==> src/logic/crb_pkg.sv <==
// Package for the receive buffer and error counter block: map, fields, resets, counts.
// Assumes byte-wide register port with 8-bit addresses.
package crb_pkg;
    // ********************
    // Register map
    // ********************
    localparam logic [7:0] CRB_ADDR_MODE = 8'h00;
    localparam logic [7:0] CRB_ADDR_IRQ_EN = 8'h04;
    localparam logic [7:0] CRB_ADDR_EVENTS = 8'h03;
    localparam logic [7:0] CRB_ADDR_WARN_LIMIT = 8'h0d;
    localparam logic [7:0] CRB_ADDR_STATUS = 8'h02;
    localparam logic [7:0] CRB_ADDR_OUT_CFG = 8'h08;
    localparam logic [7:0] CRB_ADDR_RX_ERR = 8'h0e;
    localparam logic [7:0] CRB_ADDR_TX_ERR = 8'h0f;
    localparam logic [7:0] CRB_ADDR_WIN_FIRST = 8'h10;
    localparam logic [7:0] CRB_ADDR_WIN_LAST = 8'h1c;
    localparam logic [7:0] CRB_ADDR_RD_PTR = 8'h1e;
    localparam logic [7:0] CRB_ADDR_FIFO_FIRST = 8'h20;
    localparam logic [7:0] CRB_ADDR_FIFO_LAST = 8'h5f;
    localparam logic [7:0] CRB_ADDR_WR_PTR = 8'h1f;
    // ********************
    // Fields and resets
    // ********************
    localparam int CRB_MODE_RESET_BIT = 0;
    localparam int CRB_IEN_WARN_BIT = 2;
    localparam int CRB_IEN_PASSIVE_BIT = 5;
    localparam int CRB_ST_BUS_OFF_BIT = 7;
    localparam int CRB_ST_WARN_BIT = 6;
    localparam int CRB_ST_PASSIVE_BIT = 5;
    localparam logic [1:0] CRB_OUT_CFG_RESET = 2'h2;
    localparam logic [7:0] CRB_WARN_LIMIT_RESET = 8'h60;
    localparam logic [7:0] CRB_PASSIVE_LEVEL = 8'h7f;
    localparam logic [7:0] CRB_RECOVER_VALUE = 8'h77;
    localparam logic [7:0] CRB_STEP_BIG = 8'h08;
    localparam logic [5:0] CRB_PTR_RESET = 6'h00;
    localparam logic [3:0] CRB_FIRST_RUN = 4'he;
    localparam logic [3:0] CRB_PASSIVE_RUN = 4'h8;
    localparam logic [3:0] CRB_NEXT_RUN = 4'h8;
    localparam logic [4:0] CRB_WIN_BYTES = 5'h0d;
    localparam int CRB_FIFO_DEPTH = 64;
endpackage : crb_pkg

==> src/logic/crb_rx_buffer.sv <==
// CAN receive window, read pointer, error counters and transmit output driver.
// Assumes a protocol engine on the same clock giving one-cycle error and success pulses.
`timescale 1ns/1ps

// Overview of operation
// - Normal output drives bit stream on primary, its inverse on secondary.
// - Clock output keeps bit stream on primary, bit clock copy on secondary.
// - Output mode 10 is normal, 11 is clock output, upper bit 0 reserved.
// - Output config writable only in reset mode; six upper bits read zero.
// - Thirteen-byte read-only window at 10h..1Ch shows head FIFO message in operating mode, zero in reset mode.
// - First window byte is frame information: format, remote flag, length.
// - Standard: two id bytes then data; extended: four id bytes then data.
// - Read pointer holds 0..63; FIFO location 0 at 20h, 63 at 5Fh.
// - Read pointer clears on hardware reset; software reset keeps pointer, FIFO.
// - Software reset loads write pointer from read pointer.
// - Read pointer writable only in reset mode.
// - Receive count +1 on error, +8 on severe errors, -1 on success.
// - Success with receive count above 127 sets it to 119..127.
// - Dominant runs of 14 (or 8 passive) add 8 to both, again each 8.
// - Transmit count +8 on error flag or bit error, -1 on success.
// - Warning interrupt when receive count reaches limit, not if already raised.
// - Receive count above 127 enters passive with interrupt, unless already passive.
// - Receive count clears on hardware reset and on bus-off.
// - Receive count writable in reset mode, ignored at bus-off, effective on leaving.
// - Reset-mode bit set aborts and enters reset; clearing returns to operating.
// - Passive interrupt on any active/passive change, only when enabled.
module crb_rx_buffer
    import crb_pkg::*;
(
    input wire logic CLK_I,
    input wire logic RESET_N_I,
    input wire logic [7:0] ADDR_I,
    input wire logic [7:0] WDATA_I,
    input wire logic WR_I,
    input wire logic RD_I,
    output logic [7:0] RDATA_O,
    input wire logic TX_BIT_I,
    input wire logic TX_BIT_CLOCK_I,
    output logic TX_PRIMARY_OUT_O,
    output logic TX_SECONDARY_OUT_O,
    input wire logic FIFO_WR_I,
    input wire logic [7:0] FIFO_WDATA_I,
    input wire logic RX_ERR_I,
    input wire logic RX_SEVERE_ERR_I,
    input wire logic RX_OK_I,
    input wire logic TX_ERR_FLAG_I,
    input wire logic TX_OK_I,
    input wire logic DOMINANT_BIT_I,
    input wire logic ERR_FLAG_SENT_I,
    input wire logic ERR_FLAG_PASSIVE_I,
    input wire logic BUS_OFF_I,
    output logic RESET_MODE_O,
    output logic WARN_IRQ_O,
    output logic PASSIVE_IRQ_O,
    output logic ERROR_PASSIVE_O
);
    // ********************
    // Storage
    // ********************
    logic [7:0] fifo_mem [CRB_FIFO_DEPTH];
    logic reset_mode_r;
    logic [1:0] out_cfg_r;
    logic [7:0] irq_en_r;
    logic [7:0] warning_limit_r;
    logic [5:0] rd_ptr_r;
    logic [5:0] wr_ptr_r;
    logic [7:0] rx_err_r;
    logic [7:0] rx_err_nxt;
    logic [7:0] rx_err_shadow_r;
    logic rx_err_pending_r;
    logic [7:0] tx_err_r;
    logic [7:0] tx_err_nxt;
    logic [3:0] dom_run_r;
    logic dom_watch_r;
    logic dom_first_r;
    logic dom_passive_r;
    logic [3:0] dom_limit;
    logic dom_step;
    logic passive_r;
    logic warn_r;
    logic [1:0] events_r;
    logic [7:0] rdata_r;
    logic wr_mode;
    logic wr_in_reset;
    logic leave_reset;
    logic warn_now;
    logic passive_now;
    logic [1:0] set_v;
    logic [7:0] win_off;
    logic [5:0] win_idx;

    // Counters stick at FF instead of wrapping back to error active
    function automatic logic [7:0] sat_add(input logic [7:0] v, input logic [7:0] s);
        logic [8:0] sum;
        sum = {1'b0, v} + {1'b0, s};
        return sum[8] ? 8'hff : sum[7:0];
    endfunction

    function automatic logic [7:0] dec_floor(input logic [7:0] v);
        return (v == 8'h00) ? 8'h00 : v - 8'h01;
    endfunction

    assign wr_mode = WR_I && (ADDR_I == CRB_ADDR_MODE);
    assign wr_in_reset = WR_I && reset_mode_r;
    assign leave_reset = wr_mode && reset_mode_r && !WDATA_I[CRB_MODE_RESET_BIT];
    assign RESET_MODE_O = reset_mode_r;

    // ********************
    // Mode and configuration
    // ********************
    always_ff @(posedge CLK_I) begin
        if (!RESET_N_I) begin
            reset_mode_r <= 1'b1;
        end else if (wr_mode) begin
            reset_mode_r <= WDATA_I[CRB_MODE_RESET_BIT];
        end
    end

    always_ff @(posedge CLK_I) begin
        if (!RESET_N_I) begin
            out_cfg_r <= CRB_OUT_CFG_RESET;
            irq_en_r <= 8'h00;
            warning_limit_r <= CRB_WARN_LIMIT_RESET;
        end else begin
            if (wr_in_reset && ADDR_I == CRB_ADDR_OUT_CFG) begin
                out_cfg_r <= WDATA_I[1:0];
            end
            if (WR_I && ADDR_I == CRB_ADDR_IRQ_EN) begin
                irq_en_r <= WDATA_I;
            end
            if (wr_in_reset && ADDR_I == CRB_ADDR_WARN_LIMIT) begin
                warning_limit_r <= WDATA_I;
            end
        end
    end

    // ********************
    // Transmit output driver
    // ********************
    always_comb begin
        TX_PRIMARY_OUT_O = TX_BIT_I;
        case (out_cfg_r)
            2'h2: TX_SECONDARY_OUT_O = ~TX_BIT_I;
            2'h3: TX_SECONDARY_OUT_O = TX_BIT_CLOCK_I;
            // Reserved codes fall back to normal output
            default: TX_SECONDARY_OUT_O = ~TX_BIT_I;
        endcase
    end

    // ********************
    // Receive FIFO and pointers
    // ********************
    always_ff @(posedge CLK_I) begin
        // FIFO contents survive every reset
        if (FIFO_WR_I && !reset_mode_r) begin
            fifo_mem[wr_ptr_r] <= FIFO_WDATA_I;
        end
    end

    always_ff @(posedge CLK_I) begin
        if (!RESET_N_I) begin
            rd_ptr_r <= CRB_PTR_RESET;
        end else if (wr_in_reset && ADDR_I == CRB_ADDR_RD_PTR) begin
            rd_ptr_r <= WDATA_I[5:0];
        end
    end

    always_ff @(posedge CLK_I) begin
        if (!RESET_N_I) begin
            wr_ptr_r <= CRB_PTR_RESET;
        end else if (reset_mode_r) begin
            wr_ptr_r <= rd_ptr_r;
        end else if (FIFO_WR_I) begin
            wr_ptr_r <= wr_ptr_r + 6'h01;
        end
    end

    // ********************
    // Error counters
    // ********************
    // Dominant run after an error flag: first step at 14 (8 if passive), then every 8
    always_ff @(posedge CLK_I) begin
        if (!RESET_N_I || reset_mode_r) begin
            dom_watch_r <= 1'b0;
            dom_first_r <= 1'b0;
            dom_passive_r <= 1'b0;
            dom_run_r <= 4'h0;
        end else if (ERR_FLAG_SENT_I) begin
            // A new error flag restarts the run
            dom_watch_r <= 1'b1;
            dom_first_r <= 1'b1;
            dom_passive_r <= ERR_FLAG_PASSIVE_I;
            dom_run_r <= 4'h0;
        end else if (!DOMINANT_BIT_I) begin
            // A recessive bit ends the run
            dom_watch_r <= 1'b0;
            dom_run_r <= 4'h0;
        end else if (dom_watch_r) begin
            dom_run_r <= dom_step ? 4'h0 : dom_run_r + 4'h1;
            if (dom_step) begin
                dom_first_r <= 1'b0;
            end
        end
    end

    // Run length that yields the next step
    assign dom_limit = !dom_first_r ? CRB_NEXT_RUN : (dom_passive_r ? CRB_PASSIVE_RUN : CRB_FIRST_RUN);
    assign dom_step = dom_watch_r && DOMINANT_BIT_I && ((dom_run_r + 4'h1) == dom_limit);

    // Success outranks an error reported in the same cycle
    always_comb begin
        rx_err_nxt = rx_err_r;
        if (RX_OK_I) begin
            // Leaving error passive lands at the bottom of the allowed band
            rx_err_nxt = (rx_err_r > CRB_PASSIVE_LEVEL) ? CRB_RECOVER_VALUE : dec_floor(rx_err_r);
        end else if (RX_SEVERE_ERR_I || dom_step) begin
            rx_err_nxt = sat_add(rx_err_r, CRB_STEP_BIG);
        end else if (RX_ERR_I) begin
            rx_err_nxt = sat_add(rx_err_r, 8'h01);
        end
        tx_err_nxt = tx_err_r;
        if (TX_OK_I) begin
            tx_err_nxt = dec_floor(tx_err_r);
        end else if (TX_ERR_FLAG_I || dom_step) begin
            tx_err_nxt = sat_add(tx_err_r, CRB_STEP_BIG);
        end
    end

    always_ff @(posedge CLK_I) begin
        if (!RESET_N_I || BUS_OFF_I) begin
            rx_err_r <= 8'h00;
        end else if (leave_reset && rx_err_pending_r) begin
            rx_err_r <= rx_err_shadow_r;
        end else if (!reset_mode_r) begin
            rx_err_r <= rx_err_nxt;
        end
    end

    always_ff @(posedge CLK_I) begin
        if (!RESET_N_I || BUS_OFF_I || leave_reset) begin
            rx_err_pending_r <= 1'b0;
            rx_err_shadow_r <= 8'h00;
        end else if (wr_in_reset && ADDR_I == CRB_ADDR_RX_ERR) begin
            rx_err_pending_r <= 1'b1;
            rx_err_shadow_r <= WDATA_I;
        end
    end

    always_ff @(posedge CLK_I) begin
        if (!RESET_N_I || BUS_OFF_I) begin
            tx_err_r <= 8'h00;
        end else if (!reset_mode_r) begin
            tx_err_r <= tx_err_nxt;
        end
    end

    // ********************
    // Warning and passive state
    // ********************
    // Either counter may cause it; a second cause raises nothing new
    assign warn_now = (rx_err_r >= warning_limit_r) || (tx_err_r >= warning_limit_r);
    assign passive_now = (rx_err_r > CRB_PASSIVE_LEVEL) || (tx_err_r > CRB_PASSIVE_LEVEL);

    always_ff @(posedge CLK_I) begin
        if (!RESET_N_I) begin
            passive_r <= 1'b0;
            warn_r <= 1'b0;
        end else begin
            passive_r <= passive_now;
            warn_r <= warn_now;
        end
    end

    assign ERROR_PASSIVE_O = passive_r;

    // Events: bit 0 warning, bit 1 passive; set wins over read-clear
    always_comb begin
        set_v[0] = irq_en_r[CRB_IEN_WARN_BIT] && (warn_r != warn_now);
        set_v[1] = irq_en_r[CRB_IEN_PASSIVE_BIT] && (passive_r != passive_now);
    end

    // A flag read in the cycle of a new event stays set
    always_ff @(posedge CLK_I) begin
        if (!RESET_N_I) begin
            events_r <= 2'b00;
        end else if (RD_I && ADDR_I == CRB_ADDR_EVENTS) begin
            events_r <= set_v;
        end else begin
            events_r <= events_r | set_v;
        end
    end

    assign WARN_IRQ_O = events_r[0];
    assign PASSIVE_IRQ_O = events_r[1];

    // ********************
    // Read port
    // ********************
    // Window offset wraps through the FIFO end
    assign win_off = ADDR_I - CRB_ADDR_WIN_FIRST;
    assign win_idx = rd_ptr_r + win_off[5:0];

    always_ff @(posedge CLK_I) begin
        if (!RESET_N_I) begin
            rdata_r <= 8'h00;
        end else if (RD_I) begin
            rdata_r <= 8'h00;
            if (ADDR_I == CRB_ADDR_MODE) begin
                rdata_r <= {7'h00, reset_mode_r};
            end else if (ADDR_I == CRB_ADDR_STATUS) begin
                rdata_r[CRB_ST_BUS_OFF_BIT] <= BUS_OFF_I;
                rdata_r[CRB_ST_WARN_BIT] <= warn_r;
                rdata_r[CRB_ST_PASSIVE_BIT] <= passive_r;
            end else if (ADDR_I == CRB_ADDR_EVENTS) begin
                rdata_r <= {6'h00, events_r};
            end else if (ADDR_I == CRB_ADDR_IRQ_EN) begin
                rdata_r <= irq_en_r;
            end else if (ADDR_I == CRB_ADDR_OUT_CFG) begin
                rdata_r <= {6'h00, out_cfg_r};
            end else if (ADDR_I == CRB_ADDR_WARN_LIMIT) begin
                rdata_r <= warning_limit_r;
            end else if (ADDR_I == CRB_ADDR_RX_ERR) begin
                rdata_r <= rx_err_r;
            end else if (ADDR_I == CRB_ADDR_TX_ERR) begin
                rdata_r <= tx_err_r;
            end else if (win_off < {3'h0, CRB_WIN_BYTES}) begin
                // Window only in operating mode; frame layout is as written by the receiver
                if (!reset_mode_r) begin
                    rdata_r <= fifo_mem[win_idx];
                end
            end else if (ADDR_I == CRB_ADDR_RD_PTR) begin
                rdata_r <= {2'b00, rd_ptr_r};
            end else if (ADDR_I == CRB_ADDR_WR_PTR) begin
                rdata_r <= {2'b00, wr_ptr_r};
            end else if (ADDR_I >= CRB_ADDR_FIFO_FIRST && ADDR_I <= CRB_ADDR_FIFO_LAST) begin
                rdata_r <= fifo_mem[6'(ADDR_I - CRB_ADDR_FIFO_FIRST)];
            end
        end
    end

    assign RDATA_O = rdata_r;
endmodule // crb_rx_buffer

==> config.mk <==
export PLATFORM = sky130hd
export DESIGN_NAME = crb_rx_buffer
export DESIGN_NICKNAME = d
export VERILOG_FILES = /design/src/logic/crb_pkg.sv /design/src/logic/crb_rx_buffer.sv
export SDC_FILE = /design/constraint.sdc
export NUM_CORES = 1
export LEC_CHECK = 0
export BUFFER_PORTS_ARGS = -buffer_cell sky130_fd_sc_hd__buf_2
export CAP_MARGIN = 10
export CORE_MARGIN = 5
export CORE_UTILIZATION = 48
export CTS_BUF_LIST = sky130_fd_sc_hd__clkbuf_4 sky130_fd_sc_hd__clkbuf_8
export DETAILED_ROUTE_END_ITERATION = 10
export REMOVE_ABC_BUFFERS = 1
export SLEW_MARGIN = 20
export SYNTH_ARGS = -nofsm -noshare
export SYNTH_HDL_FRONTEND = slang
export SYNTH_SLANG_ARGS = --single-unit
==> constraint.sdc <==
create_clock -name CLK_I -period 6 [get_ports CLK_I]
set_input_delay 0 -clock CLK_I [delete_from_list [all_inputs] [get_ports CLK_I]]
set_output_delay 0 -clock CLK_I [all_outputs]
set_load 0.02 [all_outputs]
[After elaboration in Yosys (flattened, before gate mapping)]
Memories as Yosys holds them, arrays and structs flattened.
Cells that the tools add are included.
Operators by class
  $add $sub $neg: 10
  magnitude comparators: 7
  equality and inequality tests: 15
  muxes and demuxes: 42
  bitwise logic cells: 4
  reductions and logical operators: 40
Operators with widths (count)
  2-to-1 mux 8 bit: 25
  equality test 8 x 4 -> 1 bit (second input constant): 4
  zero test 8 bit: 3
  adder 8 x 4 -> 9 bit (second input constant): 2
  logical AND 1 bit: 17
  equality test 8 x 2 -> 1 bit (second input constant): 2
  equality test 8 x 5 -> 1 bit (second input constant): 2
  greater-or-equal comparator 8 bit: 2
  > comparator 8 x 7 -> 1 bit (second input constant): 2
  subtractor 8 x 1 -> 8 bit (second input constant): 2
  2-to-1 mux 6 bit: 2
  nonzero test 2 bit: 5
  adder 8 x 1 -> 9 bit (second input constant): 1
  2-to-1 mux 1 bit: 9
  2-to-1 mux 3 bit: 3
  equality test 8 x 3 -> 1 bit (second input constant): 1
  greater-or-equal comparator 8 x 6 -> 1 bit (second input constant): 1
  <= comparator 8 x 7 -> 1 bit (second input constant): 1
  < comparator 8 x 4 -> 1 bit (second input constant): 1
  subtractor 8 x 5 -> 8 bit (second input constant): 1
  logical OR 1 bit: 7
  adder 6 x 1 -> 6 bit (second input constant): 1
  adder 6 bit: 1
  subtractor 6 bit (second input constant): 1
  other kinds (15): 22
Word-level totals
  register bits after elaboration: 75
  RAM bits: 512
  input bits: 40
  output and inout bits: 14
  memories: 1
Memory list
  fifo_mem: depth 64, bits a word 8, rd ports 2, clocked after Yosys merged registers in 0, write ports 1, RTL line crb_rx_buffer.sv:60  | logic [7:0] fifo_mem [CRB_FIFO_DEPTH];

[Logic depth before layout (Yosys ltp)]
  depth in word-level cells: 14
  depth in mapped cells: 13
  depth with buffers taken out: 10

[Worst setup path after synthesis]
Ideal clock, no wire load.
  path type: reg2reg
  start point: reg rd_ptr_r[0]
  end point: reg rdata_r[6], in the netlist RDATA_O[6]
  setup time: 0.138 ns
  arrival: 2.955 ns
  slack: 2.907 ns
  cell stages (with the launch flop): 12
  cell sequence: dfxtp_1 ha_1 inv_1 fa_1 buf_2 clkbuf_1 clkbuf_1 mux4_2 a211oi_1 a21oi_1 a311oi_1 a41oi_1
On the way
  longest elaborated chain between the ends: 12
RTL lines
  from (decl): RTL line crb_rx_buffer.sv:65  | logic [5:0] rd_ptr_r;
  from (signal assigned): RTL line crb_rx_buffer.sv:164  | rd_ptr_r <= WDATA_I[5:0];
  adder 6 bit: RTL line crb_rx_buffer.sv:301  | assign win_idx = rd_ptr_r + win_off[5:0];
  memory (64 x 8 bit)
  2-to-1 mux 8 bit: RTL line crb_rx_buffer.sv:328  | if (!reset_mode_r) begin
  2-to-1 mux 8 bit: RTL line crb_rx_buffer.sv:326  | end else if (win_off < {3'h0, CRB_WIN_BYTES}) begin
  2-to-1 mux 8 bit: RTL line crb_rx_buffer.sv:324  | end else if (ADDR_I == CRB_ADDR_TX_ERR) begin
  2-to-1 mux 8 bit: RTL line crb_rx_buffer.sv:322  | end else if (ADDR_I == CRB_ADDR_RX_ERR) begin
  2-to-1 mux 8 bit: RTL line crb_rx_buffer.sv:320  | end else if (ADDR_I == CRB_ADDR_WARN_LIMIT) begin
  2-to-1 mux 8 bit: RTL line crb_rx_buffer.sv:318  | end else if (ADDR_I == CRB_ADDR_OUT_CFG) begin
  2-to-1 mux 8 bit: RTL line crb_rx_buffer.sv:316  | end else if (ADDR_I == CRB_ADDR_IRQ_EN) begin
  2-to-1 mux 8 bit: RTL line crb_rx_buffer.sv:314  | end else if (ADDR_I == CRB_ADDR_EVENTS) begin
  2-to-1 mux 3 bit: RTL line crb_rx_buffer.sv:310  | end else if (ADDR_I == CRB_ADDR_STATUS) begin
  2-to-1 mux 8 bit: RTL line crb_rx_buffer.sv:308  | if (ADDR_I == CRB_ADDR_MODE) begin
  to (signal assigned): RTL line crb_rx_buffer.sv:309  | rdata_r <= {7'h00, reset_mode_r};
  to (signal assigned): RTL line crb_rx_buffer.sv:315  | rdata_r <= {6'h00, events_r};
  to (signal assigned): RTL line crb_rx_buffer.sv:317  | rdata_r <= irq_en_r;
  to (decl): RTL line crb_rx_buffer.sv:82  | logic [7:0] rdata_r;
Every way passes these cells.
A chain may end at the register's enable or synchronous reset.

[Final worst setup path]
  start point: reg rd_ptr_r[0]
  end point: reg rdata_r[5], in the netlist RDATA_O[5]
The elaborated chain is that of the path after synthesis.

==> metrics.txt <==
# TYPE chip_impl_metric gauge
chip_impl_metric{name="number_of_buffers_inserted_during_clock_tree_synthesis",unit=""} 98
chip_impl_metric{name="initial_utilization",unit="%"} 48.7
chip_impl_info{name="ctsRootBufferMaster",value="sky130_fd_sc_hd__clkbuf_8"} 1
chip_impl_metric{name="synth_top_area_share",unit="%"} 52.1
chip_impl_metric{name="via_count_of_the_first_global_routing_pass",unit=""} 19500
chip_impl_metric{name="dp_hpwl",unit="mm"} 58.5
chip_impl_metric{name="finalCritPeriodShare",unit="%"} 67.0
chip_impl_metric{name="placed_cells",unit=""} 2673
chip_impl_metric{name="cp_data_required_time",unit="ns"} 6.58
chip_impl_info{name="postSynth.topFlopCell",value="sky130_fd_sc_hd__edfxtp_1"} 1
chip_impl_metric{name="route.detailed.wl_per_inst",unit="um"} 31.3
chip_impl_metric{name="placeableCoreArea",unit="um^2"} 60600
chip_impl_metric{name="core.rowCount",unit=""} 90
chip_impl_metric{name="timing.final.max_slew_violations",unit=""} 0
chip_impl_metric{name="relSlewSlack",unit="%"} 21.1
chip_impl_metric{name="wl_final",unit="mm"} 90.6
chip_impl_metric{name="clockPowerShare",unit="%"} 40.7
chip_impl_metric{name="grt_overflow",unit=""} 0
chip_impl_metric{name="arrival",unit="ns"} 4.60
chip_impl_metric{name="cp_max_fo",unit=""} 56
chip_impl_metric{name="cts_max_level",unit=""} 3
chip_impl_info{name="critPathLaunchType",value="flip-flop"} 1
chip_impl_metric{name="finalPower",unit="W"} 0.00866
chip_impl_metric{name="post-cts-setup-buffers",unit=""} 0
chip_impl_metric{name="clock_latency",unit="ns"} 0.72
chip_impl_metric{name="detailroute.via_count",unit=""} 19500
chip_impl_metric{name="fin_worst_skew",unit="ns"} 0.0500
chip_impl_metric{name="vdd_ir_drop_max",unit="mV"} 0.175
chip_impl_metric{name="worst_tran_pin_value",unit="ns"} 1.18
chip_impl_metric{name="synth_edf_count",unit=""} 512
chip_impl_metric{name="clock_tree.buffer_depth",unit=""} 3
chip_impl_metric{name="finalHoldWorstSlack",unit="ns"} 0.133
chip_impl_metric{name="number_of_standard_cells_after_synthesis",unit=""} 1930
chip_impl_metric{name="dp_slack",unit="ns"} 1.92
chip_impl_info{name="critPathKind",value="flip-flop to flip-flop"} 1
chip_impl_metric{name="nFillCells",unit=""} 4917
chip_impl_metric{name="dr.pass1.iters",unit=""} 6
chip_impl_info{name="tritoncts",value="yes"} 1
chip_impl_info{name="rsz0062_at_grt",value="no"} 1
chip_impl_metric{name="finalNonFillerCells",unit=""} 2893
chip_impl_metric{name="cts_repair_resize_count",unit=""} 0
chip_impl_metric{name="synth-async-reset-ratio",unit="%"} 0
chip_impl_info{name="synth.area.top_cells",value="sky130_fd_sc_hd__edfxtp_1, sky130_fd_sc_hd__mux4_2, sky130_fd_sc_hd__dfxtp_1"} 1
chip_impl_metric{name="yosysUniqueCellTypes",unit=""} 70
chip_impl_metric{name="antenna_violating_nets_post_route",unit=""} 0
chip_impl_metric{name="die_width",unit="um"} 258
chip_impl_metric{name="post_cts_hold_buffer_count",unit=""} 33
chip_impl_metric{name="clock.fmax",unit="GHz"} 0.249
chip_impl_metric{name="timing.final.ws_setup",unit="ns"} 1.98
chip_impl_metric{name="max-cap-violations",unit=""} 0
chip_impl_metric{name="synth.yosys.seq_area_share",unit="%"} 57.2
chip_impl_metric{name="grt_max_degree",unit=""} 96
chip_impl_info{name="post-synth-top-count-cell",value="sky130_fd_sc_hd__edfxtp_1"} 1
chip_impl_metric{name="area_growth_syn_to_layout",unit="%"} 11.7
chip_impl_metric{name="share_seq_of_total_power",unit="%"} 51.3
chip_impl_metric{name="layout.nets",unit=""} 2105
chip_impl_metric{name="combPwrFrac",unit="%"} 8.1
chip_impl_metric{name="fp.dieH",unit="um"} 258
chip_impl_info{name="cell_taking_the_most_area_after_synthesis",value="sky130_fd_sc_hd__edfxtp_1"} 1
chip_impl_metric{name="hold_vio_cnt_final",unit=""} 0
chip_impl_metric{name="drcViolationCount",unit=""} 0
chip_impl_metric{name="antenna_violations_before_repair",unit=""} 3
chip_impl_metric{name="synth_warnings",unit=""} 0
chip_impl_metric{name="timing.final.setup_violations",unit=""} 0
chip_impl_metric{name="power_per_cell_area",unit="nW/um^2"} 263
chip_impl_metric{name="clk_pin_slew",unit="ns"} 0.06
chip_impl_metric{name="first_iter_violations",unit=""} 2377
chip_impl_metric{name="syn_area_per_cell",unit="um^2"} 15.3
chip_impl_metric{name="clock_net_sink_count",unit=""} 587
chip_impl_metric{name="p_int",unit="W"} 0.00659
chip_impl_metric{name="grt_util_all_layers",unit="%"} 26.9
chip_impl_metric{name="detail_route.vias_per_cell",unit=""} 6.74
chip_impl_info{name="endpoint_type_of_the_worst_setup_path",value="flip-flop"} 1
chip_impl_metric{name="finalWeightedCongestion",unit=""} 0.901
chip_impl_metric{name="p_sw_share",unit="%"} 23.9
chip_impl_metric{name="port-buffer-count",unit=""} 53
chip_impl_metric{name="power_leakage",unit="nW"} 10.8
chip_impl_metric{name="synth.cell_area",unit="um^2"} 29500
chip_impl_info{name="cell_types_with_the_highest_counts_after_synthesis",value="sky130_fd_sc_hd__edfxtp_1, sky130_fd_sc_hd__mux4_2, sky130_fd_sc_hd__nor2_1, sky130_fd_sc_hd__nand2_1, sky130_fd_sc_hd__dfxtp_1"} 1
chip_impl_metric{name="minimum_period_implied_by_the_final_worst_setup_slack",unit="ns"} 4.02
chip_impl_metric{name="grt_first_pass_wirelength",unit="mm"} 132
chip_impl_metric{name="setup_total_negative_slack",unit="ns"} 0
chip_impl_metric{name="ff_latch_area",unit="um^2"} 16900
chip_impl_metric{name="design.portCount",unit=""} 54
chip_impl_info{name="holdCritPathClass",value="input pin to flip-flop"} 1
chip_impl_metric{name="multiInputGateArea",unit="um^2"} 12000
chip_impl_info{name="run_status",value="finished clean"} 1
chip_impl_metric{name="design.die.area",unit="um^2"} 66500
chip_impl_metric{name="drive_above_1_share",unit="%"} 28.4
chip_impl_metric{name="post_synthesis_sequential_element_count",unit=""} 587
chip_impl_metric{name="power.switching",unit="W"} 0.00207
-- cells by family (layout without fill, tap and decap cells) --
family	count (synthesis)	after routing	synth area share (%)
flip-flops	587	587	57.2
AND/OR/NAND/NOR	430	430	7.04
multiplexers	372	372	23.7
AO/OA/AOI/OAI	318	318	7.38
buffers and inverters	169	347	2.56
adder cells (fa/ha/maj)	36	36	1.55
XOR/XNOR	18	18	0.535
other	0	3	0
-- flip-flops by register name, indices dropped and copies added, names as in the netlist --
name and cells:
rx_err_shadow_r 8, irq_en_r 8, dom_watch_r 1, RESET_MODE_O 1, rd_ptr_r 6, ERROR_PASSIVE_O 1
rx_err_pending_r 1, rx_err_r 8, RDATA_O 8, dom_first_r 1, warn_r 1, dom_passive_r 1
dom_run_r 4, events_r 2, tx_err_r 8, wr_ptr_r 6, fifo_mem 512, out_cfg_r 2
warning_limit_r 8
-- cell type report --
class                           instances  share of cell area [%]
Clock inverter                         51                   0.965
Multi-Input combinational cell       1174                    36.4
Antenna cell                            3                  0.0228
Tap cell                              782                    2.97
Inverter                               33                   0.376
Timing Repair Buffer                  135                    3.20
Sequential cell                       587                    51.2
Clock buffer                          128                    4.87
-- power groups by stage --
stage	sequential, W	clock, W	combinational, W
2_1_floorplan	0.00453	0	0.000385
3_3_place_gp	0.00453	0	0.000670
3_5_place_dp	0.00453	0	0.000676
4_1_cts	0.00444	0.00358	0.000692
5_1_grt	0.00444	0.00376	0.000734
6_report	0.00444	0.00352	0.000699
-- stage by stage --
stage               instance area (um^2)  util, %
floorplan                          28900        -
global placement                   30600     50.5
detailed placement                 30600     50.5
CTS                                32900     54.2
global route                       32900     54.4
finish                             32900     54.4
-- path summary, 6_finish.rpt --
check / cells after the start / from / end / slack [ns]
hold reg to reg: 2 / irq_en_r[1] / irq_en_r[1] / 0.48
setup reg to reg: 10 / rd_ptr_r[0] / RDATA_O[5] / 1.98
hold / removal: 4 / WDATA_I[7] / rx_err_shadow_r[7] / 0.13
setup / recovery: 10 / rd_ptr_r[0] / RDATA_O[5] / 1.98
-- layout by cell type, fill, tap and decap left out, drive strengths merged, types with 16 or more instances in the layout --
cell type | Yosys | routed
edfxtp | 512 | 512
mux4 | 255 | 255
nor2 | 135 | 135
clkbuf | 67 | 128
buf | 69 | 97
nand2 | 90 | 90
dfxtp | 75 | 75
mux2 | 63 | 63
a21oi | 55 | 55
mux2i | 54 | 54
o21ai | 54 | 54
nand3 | 49 | 49
clkinv | 1 | 47
dlygate4sd3 | 0 | 38
nor2b | 38 | 38
ha | 35 | 35
inv | 32 | 34
nor3 | 31 | 31
a22oi | 31 | 31
o22ai | 27 | 27
a211oi | 24 | 24
a31oi | 20 | 20
nand4 | 16 | 16
-- worst max-delay path, stage by stage, from the launching register on --
cell,delay [ns]
sky130_fd_sc_hd__dfxtp_1,0.44
sky130_fd_sc_hd__ha_4,0.18
sky130_fd_sc_hd__inv_1,0.05
sky130_fd_sc_hd__fa_4,1.24
sky130_fd_sc_hd__buf_12,0.40
sky130_fd_sc_hd__mux4_2,0.37
sky130_fd_sc_hd__mux2_2,0.27
sky130_fd_sc_hd__o21ai_0,0.20
sky130_fd_sc_hd__o22ai_1,0.11
sky130_fd_sc_hd__nor4_1,0.42
sky130_fd_sc_hd__o22ai_1,0.16
-- routing by layer --
metal | global-route usage (%) | share of wire [%] | up-vias
li1 | - | - | 8125
met3 | 6.18 | 9.2 | 180
met4 | 10.7 | 3.8 | 0
met2 | 43.8 | 48 | 1111
met5 | 0 | 0 | -
met1 | 35.6 | 39 | 10100
No activity file was read; power rests on OpenSTA's default activity.
